File: config.mk
export PLATFORM = sky130hd
export DESIGN_NAME = tws_addr_match
export DESIGN_NICKNAME = d
export VERILOG_FILES = /design/src/verilog/tws_pkg.sv /design/src/verilog/tws_bus_watch.sv /design/src/verilog/tws_addr_match.sv
export SDC_FILE = /design/constraint.sdc
export NUM_CORES = 1
export LEC_CHECK = 0
export ABC_CLOCK_PERIOD_IN_PS = 2100
export BUFFER_PORTS_ARGS = -buffer_cell sky130_fd_sc_hd__buf_4
export CAP_MARGIN = 15
export CORE_UTILIZATION = 40
export CTS_BUF_LIST = sky130_fd_sc_hd__clkbuf_8
export CTS_CLUSTER_DIAMETER = 80
export CTS_CLUSTER_SIZE = 16
export DETAILED_ROUTE_END_ITERATION = 10
export GPL_TIMING_DRIVEN = 0
export SLEW_MARGIN = 10
export SYNTH_ARGS = -nofsm -noshare
export SYNTH_HDL_FRONTEND = slang
export SYNTH_SLANG_ARGS = --single-unit
File: constraint.sdc
create_clock -name pclk -period 2.1 [get_ports pclk]
set_clock_uncertainty 0.2 [all_clocks]
set_input_delay 0.21 -clock pclk [delete_from_list [all_inputs] [get_ports pclk]]
set_output_delay 0.21 -clock pclk [all_outputs]
set_load 0.1 [all_outputs]
File: src/verilog/tws_pkg.sv
/*
  Shared constants, types and states of the two-wire slave address match block.
  Assumes a 32-bit APB register bus and open-drain bus pins resolved outside.
*/
package tws_pkg;

  // Register indexes; byte address is four times the index
  localparam logic [7:0] TWS_CTRL_IDX = 8'h00;
  localparam logic [7:0] TWS_STAT_IDX = 8'h01;
  localparam logic [7:0] TWS_OSA_IDX = 8'h02;
  localparam logic [7:0] TWS_IRQ_STAT_IDX = 8'h03;
  localparam logic [7:0] TWS_IRQ_CLR_IDX = 8'h04;
  localparam logic [7:0] TWS_IRQ_EN_IDX = 8'h05;
  localparam logic [7:0] TWS_CTRL_ADDR = 8'(TWS_CTRL_IDX << 2);
  localparam logic [7:0] TWS_STAT_ADDR = 8'(TWS_STAT_IDX << 2);
  localparam logic [7:0] TWS_OSA_ADDR = 8'(TWS_OSA_IDX << 2);
  localparam logic [7:0] TWS_IRQ_STAT_ADDR = 8'(TWS_IRQ_STAT_IDX << 2);
  localparam logic [7:0] TWS_IRQ_CLR_ADDR = 8'(TWS_IRQ_CLR_IDX << 2);
  localparam logic [7:0] TWS_IRQ_EN_ADDR = 8'(TWS_IRQ_EN_IDX << 2);

  // Own slave address register layout and reset value
  localparam logic [7:0] TWS_OSA_RESET = 8'hfe;
  localparam int unsigned TWS_SA_MSB = 7;
  localparam int unsigned TWS_SA_LSB = 1;
  localparam int unsigned TWS_GCE_BIT = 0;
  localparam logic [6:0] TWS_GENERAL_CALL_ADDR = 7'h00;

  // Control register layout
  localparam int unsigned TWS_CTRL_ACK_BIT = 0;
  localparam int unsigned TWS_CTRL_MASTER_BIT = 1;
  localparam logic [1:0] TWS_CTRL_RESET = 2'h0;

  // Event bits: bit 0 is the job done flag
  localparam int unsigned TWS_IRQ_W = 2;
  localparam int unsigned TWS_EV_DONE_BIT = 0;
  localparam int unsigned TWS_EV_GC_BIT = 1;

  localparam int unsigned TWS_BITS_PER_BYTE = 8;

  typedef struct packed {
    logic scl;
    logic sda;
  } tws_pins_s;

  typedef struct packed {
    logic start;
    logic stop;
    logic scl_fall;
    logic byte_done;
    logic [7:0] shift;
  } tws_rx_ev_s;

  typedef enum logic [2:0] {
    ST_IDLE,
    ST_ADDR,
    ST_ACK_SETUP,
    ST_ACK_DRIVE,
    ST_HELD,
    ST_IGNORE
  } tws_state_e;

endpackage

File: src/verilog/tws_bus_watch.sv
/*
  Bus watcher: synchronises the two-wire pins, finds START, STOP and clock
  edges, and shifts in the first byte after each START.
  Assumes pins from outside the pclk domain; bus clock far slower than pclk.
*/
`timescale 1ns/1ps
module tws_bus_watch (
  input wire logic pclk,
  input wire logic presetn,
  input wire tws_pkg::tws_pins_s pins_in,
  output tws_pkg::tws_rx_ev_s ev
);
  import tws_pkg::*;

  tws_pins_s meta_ff;
  tws_pins_s sync_ff;
  tws_pins_s prev_ff;
  logic [3:0] bit_cnt_ff;
  logic [7:0] shift_ff;
  logic done_ff;
  logic scl_rise;

  ////////////////////////////////////////////////////////////////////////////
  // First stage feeds only the second stage
  always_ff @(posedge pclk or negedge presetn) begin
    if (!presetn) begin
      meta_ff <= '{scl: 1'b1, sda: 1'b1};
      sync_ff <= '{scl: 1'b1, sda: 1'b1};
      prev_ff <= '{scl: 1'b1, sda: 1'b1};
    end else begin
      meta_ff <= pins_in;
      sync_ff <= meta_ff;
      prev_ff <= sync_ff;
    end
  end

  assign scl_rise = sync_ff.scl && !prev_ff.scl;
  assign ev.start = sync_ff.scl && prev_ff.scl && prev_ff.sda && !sync_ff.sda;
  assign ev.stop = sync_ff.scl && prev_ff.scl && !prev_ff.sda && sync_ff.sda;
  assign ev.scl_fall = !sync_ff.scl && prev_ff.scl;
  assign ev.byte_done = done_ff;
  assign ev.shift = shift_ff;

  ////////////////////////////////////////////////////////////////////////////
  // Only the byte right after START is collected; the count then parks
  always_ff @(posedge pclk or negedge presetn) begin
    if (!presetn) begin
      bit_cnt_ff <= 4'hf;
      shift_ff <= 8'h00;
      done_ff <= 1'b0;
    end else begin
      done_ff <= 1'b0;
      if (ev.start) begin
        bit_cnt_ff <= 4'h0;
      end else if (scl_rise && bit_cnt_ff < 4'(TWS_BITS_PER_BYTE)) begin
        shift_ff <= {shift_ff[6:0], sync_ff.sda};
        bit_cnt_ff <= bit_cnt_ff + 4'h1;
        done_ff <= (bit_cnt_ff == 4'(TWS_BITS_PER_BYTE - 1));
      end
    end
  end

endmodule

File: src/verilog/tws_addr_match.sv
/*
  Two-wire slave address match: APB registers, address comparator,
  acknowledge drive, clock stretching and interrupt.
  Assumes open-drain pins resolved outside from the output enables.
*/
// Implementation choice: the APB register port.
`timescale 1ns/1ps
module tws_addr_match (
  input wire logic pclk,
  input wire logic presetn,
  input wire logic psel,
  input wire logic penable,
  input wire logic pwrite,
  input wire logic [7:0] paddr,
  input wire logic [31:0] pwdata,
  output logic [31:0] prdata,
  output logic pready,
  output logic pslverr,
  input wire tws_pkg::tws_pins_s pins_in,
  output tws_pkg::tws_pins_s pins_out,
  output tws_pkg::tws_pins_s pins_oe,
  output logic irq
);
  import tws_pkg::*;

  tws_rx_ev_s ev;
  tws_state_e state_ff;
  tws_state_e nxt_state;
  logic [7:0] osa_ff;
  logic [1:0] ctrl_ff;
  logic [TWS_IRQ_W-1:0] irq_stat_ff;
  logic [TWS_IRQ_W-1:0] irq_en_ff;
  logic [7:0] last_addr_ff;
  logic [31:0] prdata_ff;
  logic sda_oe_ff;
  logic own_hit;
  logic gc_hit;
  logic respond;
  logic wr_en;
  logic mapped;
  logic [TWS_IRQ_W-1:0] ev_set;
  logic [TWS_IRQ_W-1:0] ev_clr;

  tws_bus_watch u_watch (
    .pclk(pclk),
    .presetn(presetn),
    .pins_in(pins_in),
    .ev(ev)
  );

  ////////////////////////////////////////////////////////////////////////////
  // APB slave, zero wait states
  // No wait states: every readable value is already a flop
  assign pready = 1'b1;
  assign wr_en = psel && penable && pwrite;
  assign prdata = prdata_ff;
  assign pslverr = psel && penable && !mapped;

  always_comb begin
    case (paddr)
      TWS_CTRL_ADDR, TWS_STAT_ADDR, TWS_OSA_ADDR, TWS_IRQ_STAT_ADDR, TWS_IRQ_CLR_ADDR,
      TWS_IRQ_EN_ADDR: mapped = 1'b1;
      default: mapped = 1'b0;
    endcase
  end

  always_ff @(posedge pclk or negedge presetn) begin
    if (!presetn) begin
      osa_ff <= TWS_OSA_RESET;
    end else if (wr_en && paddr == TWS_OSA_ADDR) begin
      // Upper bits of the bus word are dropped; they read back as zero
      osa_ff <= pwdata[7:0];
    end
  end

  always_ff @(posedge pclk or negedge presetn) begin
    if (!presetn) begin
      ctrl_ff <= TWS_CTRL_RESET;
    end else if (wr_en && paddr == TWS_CTRL_ADDR) begin
      ctrl_ff <= pwdata[1:0];
    end
  end

  always_ff @(posedge pclk or negedge presetn) begin
    if (!presetn) begin
      irq_en_ff <= '0;
    end else if (wr_en && paddr == TWS_IRQ_EN_ADDR) begin
      irq_en_ff <= pwdata[TWS_IRQ_W-1:0];
    end
  end

  // Reads are registered; data stands from the access edge onward
  always_ff @(posedge pclk or negedge presetn) begin
    if (!presetn) begin
      prdata_ff <= 32'h0000_0000;
    end else if (psel && !penable && !pwrite) begin
      case (paddr)
        TWS_CTRL_ADDR: prdata_ff <= {30'h0, ctrl_ff};
        TWS_STAT_ADDR: prdata_ff <= {16'h0, last_addr_ff, 5'h0, 3'(state_ff)};
        TWS_OSA_ADDR: prdata_ff <= {24'h0, osa_ff};
        TWS_IRQ_STAT_ADDR: prdata_ff <= {30'h0, irq_stat_ff};
        TWS_IRQ_EN_ADDR: prdata_ff <= {30'h0, irq_en_ff};
        default: prdata_ff <= 32'h0000_0000;
      endcase
    end
  end

  ////////////////////////////////////////////////////////////////////////////
  // Address comparator
  assign own_hit = ev.shift[7:1] == osa_ff[TWS_SA_MSB:TWS_SA_LSB];
  assign gc_hit = ev.shift[7:1] == TWS_GENERAL_CALL_ADDR && osa_ff[TWS_GCE_BIT];
  // Master mode and a cleared acknowledge enable both make the device deaf
  assign respond = !ctrl_ff[TWS_CTRL_MASTER_BIT] && ctrl_ff[TWS_CTRL_ACK_BIT]
                   && (own_hit || gc_hit);

  // Whole byte kept, direction bit included, so software sees read or write
  always_ff @(posedge pclk or negedge presetn) begin
    if (!presetn) begin
      last_addr_ff <= 8'h00;
    end else if (ev.byte_done) begin
      last_addr_ff <= ev.shift;
    end
  end

  ////////////////////////////////////////////////////////////////////////////
  // Addressing sequence
  always_comb begin
    nxt_state = state_ff;
    case (state_ff)
      ST_IDLE: begin
        if (ev.start) begin
          nxt_state = ST_ADDR;
        end
      end
      ST_ADDR: begin
        if (ev.stop) begin
          nxt_state = ST_IDLE;
        end else if (ev.byte_done) begin
          nxt_state = respond ? ST_ACK_SETUP : ST_IGNORE;
        end
      end
      ST_ACK_SETUP: begin
        if (ev.scl_fall) begin
          nxt_state = ST_ACK_DRIVE;
        end
      end
      ST_ACK_DRIVE: begin
        if (ev.scl_fall) begin
          nxt_state = ST_HELD;
        end
      end
      ST_HELD: begin
        // Data phase lies outside this block: release and wait for a new START
        if (!irq_stat_ff[TWS_EV_DONE_BIT]) begin
          nxt_state = ST_IDLE;
        end
      end
      ST_IGNORE: begin
        if (ev.stop) begin
          nxt_state = ST_IDLE;
        end else if (ev.start) begin
          nxt_state = ST_ADDR;
        end
      end
      default: nxt_state = ST_IDLE;
    endcase
    // A repeated START restarts addressing unless the clock is held
    // While held the bus is frozen for software, so a START there is not acted on
    if (ev.start && state_ff != ST_HELD) begin
      nxt_state = ST_ADDR;
    end
  end

  always_ff @(posedge pclk or negedge presetn) begin
    if (!presetn) begin
      state_ff <= ST_IDLE;
    end else begin
      state_ff <= nxt_state;
    end
  end

  // Acknowledge is low on data for the whole ninth clock
  // Taken from the next state to win back one of the cycles lost in the synchroniser
  always_ff @(posedge pclk or negedge presetn) begin
    if (!presetn) begin
      sda_oe_ff <= 1'b0;
    end else begin
      sda_oe_ff <= nxt_state == ST_ACK_DRIVE;
    end
  end

  // Open drain: the pins are only ever pulled low, pull-ups make the high level
  assign pins_out = '{scl: 1'b0, sda: 1'b0};
  assign pins_oe.sda = sda_oe_ff;
  assign pins_oe.scl = state_ff == ST_HELD && irq_stat_ff[TWS_EV_DONE_BIT];

  ////////////////////////////////////////////////////////////////////////////
  // Events and interrupt; a set in the clearing cycle wins
  assign ev_set[TWS_EV_DONE_BIT] = state_ff == ST_ACK_DRIVE && ev.scl_fall;
  assign ev_set[TWS_EV_GC_BIT] = state_ff == ST_ADDR && ev.byte_done && respond
                                 && gc_hit && !own_hit;
  // Writing zero to a bit leaves it alone, so one cause can be cleared at a time
  assign ev_clr = (wr_en && paddr == TWS_IRQ_CLR_ADDR) ? pwdata[TWS_IRQ_W-1:0] : '0;

  always_ff @(posedge pclk or negedge presetn) begin
    if (!presetn) begin
      irq_stat_ff <= '0;
    end else begin
      irq_stat_ff <= ev_set | (irq_stat_ff & ~ev_clr);
    end
  end

  // A level, not a pulse: it stands until the cause is cleared or masked
  assign irq = |(irq_stat_ff & irq_en_ff);

endmodule

After elaboration in Yosys (flattened, before gate mapping) --
Index checks and enable logic that the tools add are counted.
Cells by class: multiplexer cells 17, reductions and logical operators 44, magnitude comparators 1, bitwise operators 5, equality and inequality tests 14, $add $sub $neg 1
Operators with widths (count):
- case mux 16 bit (5 select lines) | 1
- logical AND 1 bit | 27
- two-way mux 3 bit | 9
- case mux 3 bit (6 select lines) | 1
- == test 8 x 4 -> 1 bit, second input constant | 2
- == test 8 x 5 -> 1 bit, second input constant | 2
- == test 3 x 2 -> 1 bit, second input constant | 3
- zero test 1 bit | 9
- == test 8 x 3 -> 1 bit, second input constant | 1
- zero test 8 bit | 1
- two-way mux 4 bit | 2
- == test 7 bit | 1
- zero test 7 bit | 1
- == test 3 bit, second input constant | 2
- OR reduction 6 bit | 1
- adder 4 x 1 -> 4 bit, second input constant | 1
- AND 2 bit | 2
- == test 4 x 3 -> 1 bit, second input constant | 1
- < comparator 4 bit, second input constant | 1
- == test 3 x 1 -> 1 bit, second input constant | 1
- zero test 3 bit | 1
- two-way mux 1 bit | 3
- inequality test 3 bit, second input constant | 1
- two-way mux 2 bit | 1
- other kinds (7) | 7
Word-level totals: input bits 47, word-level logic and storage cells 99, output and inout bits 39, register bits 77

Logic depth before layout (Yosys ltp) --
Gate-level depths: netlist (run 1).
word-level depth 10, gate-level depth with buffers 5, gate-level depth less buffers 4

By module --
Synthesis (run 1) repeated with hierarchy kept, for this count alone.
Second synthesis, totals: cell total of the unflattened synthesis 229, area total of the unflattened synthesis 2935.3 um2
By module, submodules not included:
- tws_addr_match | times used 1, cells each 185, area an instance 2187.1 um2
- tws_bus_watch | times used 1, cells each 44, area an instance 748.2 um2

Least setup slack after synthesis (run 1) --
OpenSTA, ideal clock, no wires.
path kind reg-to-reg, from reg state_ff[2], to reg state_ff[2], stages on the path, launching flop included 5, slack -2.467 ns, buffers on the path 0, required time 1.809 ns, data arrival time 4.276 ns, library setup time 0.091 ns, clock period less this slack 4.567 ns, path through dfrtp_1 -> inv_1 -> nor4b_1 -> o21ai_0 -> o211ai_1
On the way: word-level cells in the longest chain between the ends 4
RTL lines:
- start: declaration | RTL line tws_addr_match.sv:27 | tws_state_e state_ff;
- start signal: assignment | RTL line tws_addr_match.sv:178 | state_ff <= nxt_state;
- two-way mux 3 bit, on equally long branches | RTL line tws_addr_match.sv:131, tws_addr_match.sv:161, tws_addr_match.sv:138
- two-way mux 3 bit, on equally long branches | RTL line tws_addr_match.sv:159, tws_addr_match.sv:136
- case mux 3 bit (6 select lines) | RTL line tws_addr_match.sv:129 | case (state_ff)
- two-way mux 3 bit (*) | RTL line tws_addr_match.sv:169 | if (ev.start && state_ff != ST_HELD) begin
- named net nxt_state[2] | RTL line tws_addr_match.sv:28 | tws_state_e nxt_state;
The timed path passes the listed nets; every way through them passes the cells marked *. A chain may end at the register's enable or synchronous reset.

==> metrics.txt, run 1 <==
RSZ-0062 raised after global routing=no; status=finished, final reports clean; register area=1550 sq um; max-slew violation count=0; Vias=2003; Leak=1.78 nW; fin area=3760 sq um; synth cell count leaders=44 x dfrtp_1, 29 x mux2_2, 21 x buf_4; vias in the first global route=1958; Post-synth EDFFs=0; Crit-path slowest cell=dfrtp_1; routed len/inst=13.7 um; CTS root buffer=clkbuf_8; CTS max path bufs=2; RePlAce Congestion=0.787; site row count=30; post-route setup slack=0.115 ns; detailed-route DRC error count=0; global-route wire length before repair=9580 um; Yosys top cell by area=dfrtp_1; DRT Pass-1 Iters=4; DP Wirelength=3950 um; gr ovfl total=0; Most used DFF post-synth=dfrtp_1; VDD IR-drop max=0.000506 V; PD cells=914 nW/um^2; Clock Latency Late Sink=0.33 ns; mapped cell area=2880 sq um; detailed-route vias per instance=4.81; sum of buffers and inverters on the critical path=2; postcts setup bufs=0; Clk pwr share=0.351; ys async rst share=1.00; DIE AREA=7550 sq um; pre-CTS setup slack=-0.00613 ns; register share of total power=0.454; largest net degree at the start of global routing=62; Worst-path clk slew=0.07 ns; max incr delay on CP=0.46 ns; Setup CP Type=reg -> out; DRT iter0 DRCs=74; Ports=86; Final #Nets=363; Final Cycle Share=0.945; die width=86.9 um; synth warn=0; Crit Path Max Fanout=7; Logic pwr share=0.195; post-synthesis register bit count=61; max-capacitance violation count=0; CTS tree=yes; Filler Cell Count=591; Relative slew margins=0.496; final hold slack=0.0268 ns; Avg Cell Area, Syn=12.3 sq um; Core Area=6870 sq um; Die Height=86.9 um; Netlist cell types=53; crit path launch type=flip-flop; dpl cell area=3380 sq um; # diodes=0; htree depth=3; CP cell instances=inv_1 -> nor4b_4 -> buf_6; crit path DAT=1.58 ns; Syn Inst Count=234; Fmax=504 MHz; final hold violation count=0; GRT Total Usage=0.170; Yosys top cell area share=0.382; initial antenna violation count=0; Buffers on Ports=40; multi-input logic area=1230 sq um; CP delay by family, top=flip-flops; Seq/Total Area, Yosys=0.537; count leader, synth=dfrtp_1; WL final=5700 um; Hold Path Class=in -> reg; measured slew at the worst slew-check pin=0.756 ns; P_int=0.00244 W; minimum clock period=1.99 ns; # setup viols final=0; worst path required time=1.69 ns; area grow syn2layout=30.6%; clock sink count=61; post-route ant nets=0; initial core utilization=0.419; Switch Pwr=0.000999 W; CP endpoint kind=primary output; share of cells above drive strength 1=0.425; TritonCTS Buffers=9; switching fraction of total power=0.291; top post-synthesis cells by area=dfrtp_1 38%, dfstp_2 16%, mux2_2 11%
## metrics by stage
| step | power, W | cells | util | TNS [ns] |
|---|---|---|---|---|
| 6_report | 0.00344 | 416 | 0.548 | 0 |
| 5_1_grt | 0.00361 | 416 | 0.548 | 0 |
| 4_1_cts | 0.00347 | 416 | 0.546 | 0 |
| 3_5_place_dp | 0.00223 | 387 | 0.493 | -0.00739 |
| 3_3_place_gp | 0.00222 | 387 | 0.493 | 0 |
| 2_1_floorplan | 0.00206 | 251 | - | -0.159 |
## worst min-delay path: stages
cell,delay (ns)
buf_4,0.11
a21oi_1,0.06
o21ai_0,0.14
## power groups by stage
| stage | logic (W) | clock network (W) | registers [W] |
|---|---|---|---|
| after floorplan | 0.000531 | 0 | 0.00152 |
| after global placement | 0.000639 | 0 | 0.00158 |
| after detailed placement | 0.000653 | 0 | 0.00158 |
| after CTS | 0.000673 | 0.00124 | 0.00156 |
| after global routing | 0.000727 | 0.00129 | 0.00160 |
| final | 0.000671 | 0.00121 | 0.00156 |
## worst paths after layout
| path | slack (ns) | cells past startpoint | endpoint | startpoint |
|---|---|---|---|---|
| min in group asynchronous | 0.30 | 2 | state_ff[0]$_DFF_PN0_ | presetn |
| worst min register to register | 0.16 | 0 | u_watch.sync_ff[0]$_DFF_PN1_ | u_watch.meta_ff[0]$_DFF_PN1_ |
| worst min-delay path | 0.03 | 3 | prdata[0]$_DFFE_PN0P_ | paddr[2] |
| worst max-delay path | 0.11 | 3 | pins_oe[1] | state_ff[2]$_DFF_PN0_ |
| worst max register to register | 0.17 | 3 | u_watch.shift_ff[6]$_DFFE_PN0P_ | u_watch.sync_ff[1]$_DFF_PN1_ |
| max in group asynchronous | 0.91 | 2 | prdata[12]$_DFFE_PN0P_ | presetn |
## state kept, by name (all words and copies together) (netlist names), 2 cells and up
name,count
irq_en_ff,2
u_watch.meta_ff,2
last_addr_ff,8
prdata,16
irq_stat_ff,2
ctrl_ff,2
u_watch.bit_cnt_ff,4
u_watch.sync_ff,2
u_watch.prev_ff,2
u_watch.shift_ff,8
osa_ff,8
state_ff,3
## logic make-up after synthesis
kind of cell             synth area share
AO/OA/AOI/OAI                       0.107
XOR/XNOR                           0.0243
adder cells (fa/ha/maj)           0.00434
buffers and inverters              0.0669
flip-flops                          0.537
multiplexers                        0.128
other                             0.00261
AND/OR/NAND/NOR                     0.129
## cell usage in the layout (no fill, tap or decap), types with 5 or more instances in the layout
| cell type | synthesis | final |
|---|---|---|
| dfrtp_1 | 44 | 44 |
| mux2_2 | 29 | 29 |
| nor2_1 | 8 | 8 |
| xnor2_1 | 7 | 7 |
| nand2_1 | 12 | 12 |
| buf_4 | 21 | 60 |
| dlygate4sd3_1 | 0 | 13 |
| a22o_1 | 15 | 15 |
| conb_1 | 2 | 19 |
| clkbuf_8 | 0 | 12 |
| clkbuf_1 | 6 | 5 |
| dfstp_2 | 17 | 17 |
| o21ai_0 | 7 | 7 |
## cell type report
class | instances | share of cell area
plain buffers | 28 | 0.0496
well taps | 96 | 0.0319
inverters | 2 | 0.00200
flip-flops and latches | 61 | 0.411
repair buffers | 53 | 0.115
clock buffers | 12 | 0.0439
clock inverters | 4 | 0.0190
multi-input cells | 160 | 0.327
## layer usage
metal  global-route usage  part of all wire  up-vias
met5                    0                 0        -
met4               0.0773             0.020        0
met3               0.0474             0.044       11
met2                0.263              0.46       56
met1                0.223              0.47      961
li1                     -                 -      975
## repair_timing
action,in CTS,in global routing
hold endpoints to repair,59,0
endpoints found under the setup margin,0,7
gates resized for setup,0,5
hold buffers,13,0
Power figures use the tool's default switching activity.
==> run 2, diff against run 1 <==
--- a/config.mk
+++ b/config.mk
@@ -5,15 +5,16 @@
 export SDC_FILE = /design/constraint.sdc
 export NUM_CORES = 1
 export LEC_CHECK = 0
+export ABC_AREA = 1
 export ABC_CLOCK_PERIOD_IN_PS = 2100
 export BUFFER_PORTS_ARGS = -buffer_cell sky130_fd_sc_hd__buf_4
 export CAP_MARGIN = 15
+export CORE_ASPECT_RATIO = 0.75
 export CORE_UTILIZATION = 40
 export CTS_BUF_LIST = sky130_fd_sc_hd__clkbuf_8
 export CTS_CLUSTER_DIAMETER = 80
 export CTS_CLUSTER_SIZE = 16
 export DETAILED_ROUTE_END_ITERATION = 10
-export GPL_TIMING_DRIVEN = 0
 export SLEW_MARGIN = 10
 export SYNTH_ARGS = -nofsm -noshare
 export SYNTH_HDL_FRONTEND = slang
==> run 2 against run 1 <==
Against the previous run:
- final cell count up 21%
- count of clock-buffer cells in the layout unchanged
- critical path depth unchanged
- global-route usage increased by 0.65 points
- routed wire length up 4.8%
- hold slack got worse by 0.011 ns
- sequential cell count unchanged
- die area grew 4.1%
- sequential share of layout area is 0.97 points higher
- cell area fell by 2.2%
==> metrics.txt, run 2 <==
Core Area=7030 sq um (+2.3%); Syn Inst Count=339 (+45%); CTS tree=yes; Leak=1.79 nW (+0.71%); site row count=26 (-13%); Clk pwr share=0.275 (-0.076); CTS Hold Bufs=11 (-2); worst path required time=1.69 ns (about the same); CTS root buffer=clkbuf_8; routed len/inst=11.9 um (-13%); switching fraction of total power=0.359 (+0.0688); detailed-route DRC error count=0 (unchanged); dpl cells=475 (+23%); max-capacitance violation count=0 (unchanged); Buffers on Ports=42 (+5.0%); measured slew at the worst slew-check pin=0.497 ns (-0.259 ns); Final #Nets=447 (+23%); initial core utilization=0.427 (+0.00750); clock sink count=61 (unchanged); Switch Pwr=0.00123 W (+23%); crit path launch type=flip-flop; vias in the first global route=2276 (+16%); Vias=2274 (+14%); max-slew violation count=0 (unchanged); crit path DAT=1.50 ns (-0.08 ns); share of cells above drive strength 1=0.285 (-0.140); Most used DFF post-synth=dfrtp_1; post-cts sizing count=0 (unchanged); initial antenna violation count=0 (unchanged); post-synthesis register bit count=61 (unchanged); WL final=5980 um (+4.8%); RePlAce Congestion=0.859 (+9.1%); most common cell after layout, fill and taps aside=nand2_1; Yosys top cell by area=dfrtp_1; global-route wire length before repair=10600 um (+11%); Relative slew margins=0.666 (+0.169); Netlist cell types=40 (-25%); P_int=0.00219 W (-10%); detailed-route vias per instance=4.53 (-5.9%); Hold Path Class=in -> reg; Seq/Total Area, Yosys=0.516 (-0.0213); Ports=86 (unchanged); htree depth=3 (unchanged); area grow syn2layout=22.6%; minimum clock period=1.91 ns (-0.0797 ns); Reg-to-Reg Start=osa_ff[5]$_DFFE_PN1P_; final hold violation count=0 (unchanged); max reg flops=16 (unchanged); Clock Latency Late Sink=0.34 ns (about the same); Yosys top cell area share=0.367 (-0.0151); # setup viols final=0 (unchanged); VDD IR-drop max=0.000646 V (+28%); TritonCTS Buffers=9 (unchanged); total design power=0.00342 W (-0.60%); # diodes=0 (unchanged); status=finished, final reports clean; Fmax=525 MHz (+4.2%); PD cells=929 nW/um^2 (+1.7%); CP endpoint kind=primary output; mapped cell area=3000 sq um (+4.1%); register share of total power=0.457 (+0.003); RSZ-0062 raised after global routing=no; Worst-path clk slew=0.06 ns (about the same); non-filler cells, final=502 (+21%); synth warn=0 (unchanged); post-route ant nets=0 (unchanged); DRT Pass-1 Iters=4 (unchanged); commonest non-fill, non-tap cells in the layout=80 x nand2_1, 46 x buf_4, 44 x inv_1, 43 x dfrtp_1, 25 x o21ai_0; largest net degree at the start of global routing=38 (-39%); count leader, synth=nand2_1; Die Height=77.0 um (-11%); ys async rst share=1.00 (unchanged); postcts setup bufs=0 (unchanged); Filler Cell Count=662 (+12%); Worst Setup SP=state_ff[2]$_DFF_PN0_; Logic pwr share=0.268 (+0.073); top post-synthesis cells by area=dfrtp_1 37%, dfstp_2 15%, nand2_1 10%; Setup CP Type=reg -> out; final design utilization=0.524 (-0.0242); die width=102 um (+17%); DP Wirelength=4430 um (+12%); Avg Cell Area, Syn=8.85 sq um (-28%); DIE AREA=7850 sq um (+4.1%); synth cell count leaders=80 x nand2_1, 44 x dfrtp_1, 41 x inv_1; Post-synth EDFFs=0 (unchanged); Final Cycle Share=0.907 (-0.0380); GRT Total Usage=0.177 (+0.00651); gr ovfl total=0 (unchanged); Crit Path Max Fanout=5 (-2); CTS max path bufs=2 (unchanged); worst hold path startpoint=paddr[2]; DRT iter0 DRCs=115 (+55%)
run 2: cell types whose count changed after synthesis, sizes merged, moves of 5 or more:
cell   delta
a21oi     +5
nor2     +13
nor3      +6
nand3     +9
inv      +46
a22o     -15
and3      -5
o21ai    +32
mux2     -26
nand2    +70
run 2: layer usage:
layer  GRT usage  share of wire
met4      0.0443         0.0080
met3      0.0684          0.043
met1       0.246           0.51
met5           0              0
met2       0.256           0.43
run 2: layout make-up:
cell class,instances,area [sq um],area share
clock buffer,12,165,0.0449
multi-input combinational,220,1160,0.317
sequential,61,1550,0.421
clock inverter,4,16.3,0.00442
timing repair buffer,58,475,0.129
tap,98,123,0.0333
inverter,49,185,0.0503
run 2: final timing paths:
kind                                                 to  slack [ns]  cells after the start
hold reg to reg            u_watch.sync_ff[1]$_DFF_PN1_        0.15                      0
setup reg to reg                    sda_oe_ff$_DFF_PN0_        0.33                      9
max in group asynchronous         osa_ff[2]$_DFFE_PN1P_        0.95                      3
setup / recovery                             pins_oe[1]        0.19                      3
min in group asynchronous        prdata[14]$_DFFE_PN0P_        0.17                      2
hold / removal                    prdata[6]$_DFFE_PN0P_        0.02                      4
run 2: power groups by stage:
stage          Sequential (W)  Combinational [W]  Clock [W]
2_1_floorplan         0.00156           0.000723          0
3_3_place_gp          0.00158           0.000884          0
3_5_place_dp          0.00158           0.000900          0
4_1_cts               0.00156           0.000921   0.000974
5_1_grt               0.00159            0.00104    0.00103
6_report              0.00156           0.000915   0.000940
run 2: worst max-delay path, stage by stage (launching register included):
cell and delay, ns:
dfrtp_1 0.45, inv_1 0.16, nor4_4 0.20, buf_4 0.34
run 2: logic make-up (layout without fill, tap and decap cells):
group / count (synthesis) / in the layout / synth area share
adder cells (fa/ha/maj): 1 / 1 / 0.00417
buffers and inverters: 75 / 123 / 0.123
AND/OR/NAND/NOR: 137 / 137 / 0.220
AO/OA/AOI/OAI: 55 / 55 / 0.105
other: 2 / 19 / 0.00250
multiplexers: 3 / 3 / 0.0150
flip-flops: 61 / 61 / 0.516
XOR/XNOR: 5 / 5 / 0.0146
run 2: per-stage QoR:
stage / hold WS (ns) / area (sq um) / setup TNS (ns) / setup WS [ns]
floorplan: -0.286 / 3080 / -0.0710 / -0.0710
global placement: 0.00109 / 3390 / 0 / 0.348
detailed placement: 0.00663 / 3390 / 0 / 0.371
CTS: 0.00391 / 3680 / 0 / 0.192
global route: 0.0237 / 3680 / 0 / 0.112
finish: 0.0154 / 3680 / 0 / 0.195
==> run 3, diff against run 2 <==
--- a/config.mk
+++ b/config.mk
@@ -5,7 +5,6 @@
 export SDC_FILE = /design/constraint.sdc
 export NUM_CORES = 1
 export LEC_CHECK = 0
-export ABC_AREA = 1
 export ABC_CLOCK_PERIOD_IN_PS = 2100
 export BUFFER_PORTS_ARGS = -buffer_cell sky130_fd_sc_hd__buf_4
 export CAP_MARGIN = 15
==> run 3 against run 2 <==
Against the previous run:
- routed wire length is 3.4% lower
- sequential power hardly changed
- register-to-register slack worse by 0.20 ns
- cell area is 1.5% lower
- hold slack better by 0.0061 ns
- via count is 13% lower
- sequential share of layout area is 0.62 points higher
- fmax is 3.2% lower
- clock power is 37% higher
- utilization is 0.17 points higher
- total power is 2.6% higher
- critical endpoint is now sda_oe_ff$_DFF_PN0_
- largest power group unchanged
==> metrics.txt, run 3 (same netlist as run 1, synthesis figures left out) <==
switching fraction of total power=0.292 (-0.0674); PD cells=967 nW/um^2 (+4.2%); CP endpoint kind=flip-flop; post-route ant nets=0 (unchanged); # diodes=0 (unchanged); Worst Setup SP=u_watch.prev_ff[1]$_DFF_PN1_; CTS max path bufs=2 (unchanged); measured slew at the worst slew-check pin=0.762 ns (+0.265 ns); VDD IR-drop max=0.000543 V (-16%); dpl cells=368 (-23%); site row count=26 (unchanged); DRT iter0 DRCs=119 (+3.5%); WL final=5770 um (-3.4%); max-slew violation count=0 (unchanged); final hold violation count=0 (unchanged); postcts setup bufs=0 (unchanged); most common cell after layout, fill and taps aside=buf_4; GRT Total Usage=0.165 (-0.0117); CTS root buffer=clkbuf_8; pre-CTS setup slack=0.160 ns (-0.211 ns); worst hold path startpoint=penable; routed len/inst=14.6 um (+22%); initial core utilization=0.418 (-0.00918); Setup CP Type=reg -> reg; TritonCTS Buffers=9 (unchanged); RePlAce Congestion=0.866 (+0.89%); Final Cycle Share=0.937 (+0.0302); max layer used=met4; post-cts sizing count=0 (unchanged); global-route wire length before repair=9320 um (-12%); detailed-route vias per instance=4.99 (+10%); Reg2Reg Depth=4 (-5); P_int=0.00248 W (+13%); DIE AREA=7550 sq um (-3.9%); area grow syn2layout=25.7%; Relative slew margins=0.492 (-0.174); post-route setup slack=0.131 ns (-0.0634 ns); Ports=86 (unchanged); Crit-path slowest cell=dfstp_2; Die Height=75.5 um (-1.9%); DRT Pass-1 Iters=4 (unchanged); commonest non-fill, non-tap cells in the layout=47 x buf_4, 44 x dfrtp_1, 29 x mux2_2, 19 x conb_1, 17 x dfstp_2; Leak=1.68 nW (-6.1%); Vias=1978 (-13%); crit path DAT=1.95 ns (+0.45 ns); hold path depth=4 (unchanged); minimum clock period=1.97 ns (+0.0634 ns); Logic pwr share=0.188 (-0.080); DP Wirelength=3890 um (-12%); Hold EP=prdata[1]$_DFFE_PN0P_; crit path launch type=flip-flop; setup TNS=0 ns (unchanged); Clock Latency Late Sink=0.34 ns (about the same); worst path required time=2.09 ns (+0.40 ns); max-capacitance violation count=0 (unchanged); # setup viols final=0 (unchanged); share of cells above drive strength 1=0.399 (+0.115); R2R Setup Slk=0.13 ns (-0.20 ns); Worst-path clk slew=0.07 ns (about the same); clock sink count=61 (unchanged); final hold slack=0.0214 ns (+0.00606 ns); routed wl met3=360 um (+39%); register share of total power=0.444 (-0.013); RSZ-0062 raised after global routing=no; CTS tree=yes; total design power=0.00350 W (+2.6%); non-filler cells, final=396 (-21%); Clk pwr share=0.368 (+0.093); Switch Pwr=0.00102 W (-17%); M1 WL=2940 um (-4.3%); met2 WL=2460 um (-5.4%); htree depth=3 (unchanged); max incr delay on CP=0.59 ns (+0.14 ns); Fmax=508 MHz (-3.2%); detailed-route DRC error count=0 (unchanged); status=finished, final reports clean; gr ovfl total=0 (unchanged); max reg flops=16 (unchanged); Final #Nets=341 (-24%); die width=100 um (-2.0%); Core Area=6900 sq um (-1.9%); CP cell instances=and4b_1 -> nor2_1 -> a2111oi_0 -> a211oi_1; Reg-to-Reg Start=u_watch.prev_ff[1]$_DFF_PN1_; Buffers on Ports=42 (unchanged); r2r endpoint=sda_oe_ff$_DFF_PN0_; vias in the first global route=1832 (-20%); initial antenna violation count=0 (unchanged); Hold Path Class=in -> reg; Crit Path Max Fanout=7 (+2); largest net degree at the start of global routing=62 (+63%)
[run 3: changes by cell type in the layout (fill, tap and decap cells not counted), moves of 8 or more]
cell     change
a22o_1      +15
nand3_1      -8
mux2_2      +29
inv_1       -41
o21ai_0     -18
o21ai_1     -11
nand2_1     -68
[run 3: critical path, delay by kind of cell, from the launching register on]
| family | cells | cell delay [ns] |
|---|---|---|
| compound gates | 2 | 0.68 |
| flops | 1 | 0.59 |
| simple gates | 2 | 0.35 |
[run 3: through the flow]
stage               area [sq um]  utilization
global placement            3250        0.472
CTS                         3620        0.525
finish                      3620        0.525
floorplan                   2960            -
detailed placement          3250        0.472
global route                3620        0.525
[run 3: timing repair]
action                     CTS  global route
setup endpoints to repair    0             0
hold endpoints to repair    59             0
hold buffers                12             0
[run 3: power groups by stage]
stage | Combinational [W] | Sequential [W] | Clock, W
finish | 0.000659 | 0.00156 | 0.00129
global route | 0.000718 | 0.00159 | 0.00137
CTS | 0.000663 | 0.00156 | 0.00132
detailed placement | 0.000637 | 0.00158 | 0
global placement | 0.000628 | 0.00157 | 0
floorplan | 0.000531 | 0.00152 | 0
[run 3: routing by layer]
layer	global-route usage	vias to the layer above
met5	0	-
met1	0.240	971
met3	0.0615	2
li1	-	938
met4	0.0338	0
met2	0.237	67
[run 3: worst max path at each step]
stage                                        to  slack (ns)
after floorplan           state_ff[2]$_DFF_PN0_       -0.16
after global placement      sda_oe_ff$_DFF_PN0_        0.16
after detailed placement  osa_ff[0]$_DFFE_PN0P_        0.16
after CTS                            pins_oe[1]        0.16
after global routing        sda_oe_ff$_DFF_PN0_        0.09
final                       sda_oe_ff$_DFF_PN0_        0.13
[run 3: cell type report]
cell class                      instances  area, sq um
Fill cell                             633         3270
Sequential cell                        61         1550
Clock buffer                           10          138
Clock inverter                          6          110
Tap cell                               98          123
Inverter                                2         7.51
Timing Repair Buffer                   59          473
Multi-Input combinational cell        160         1220
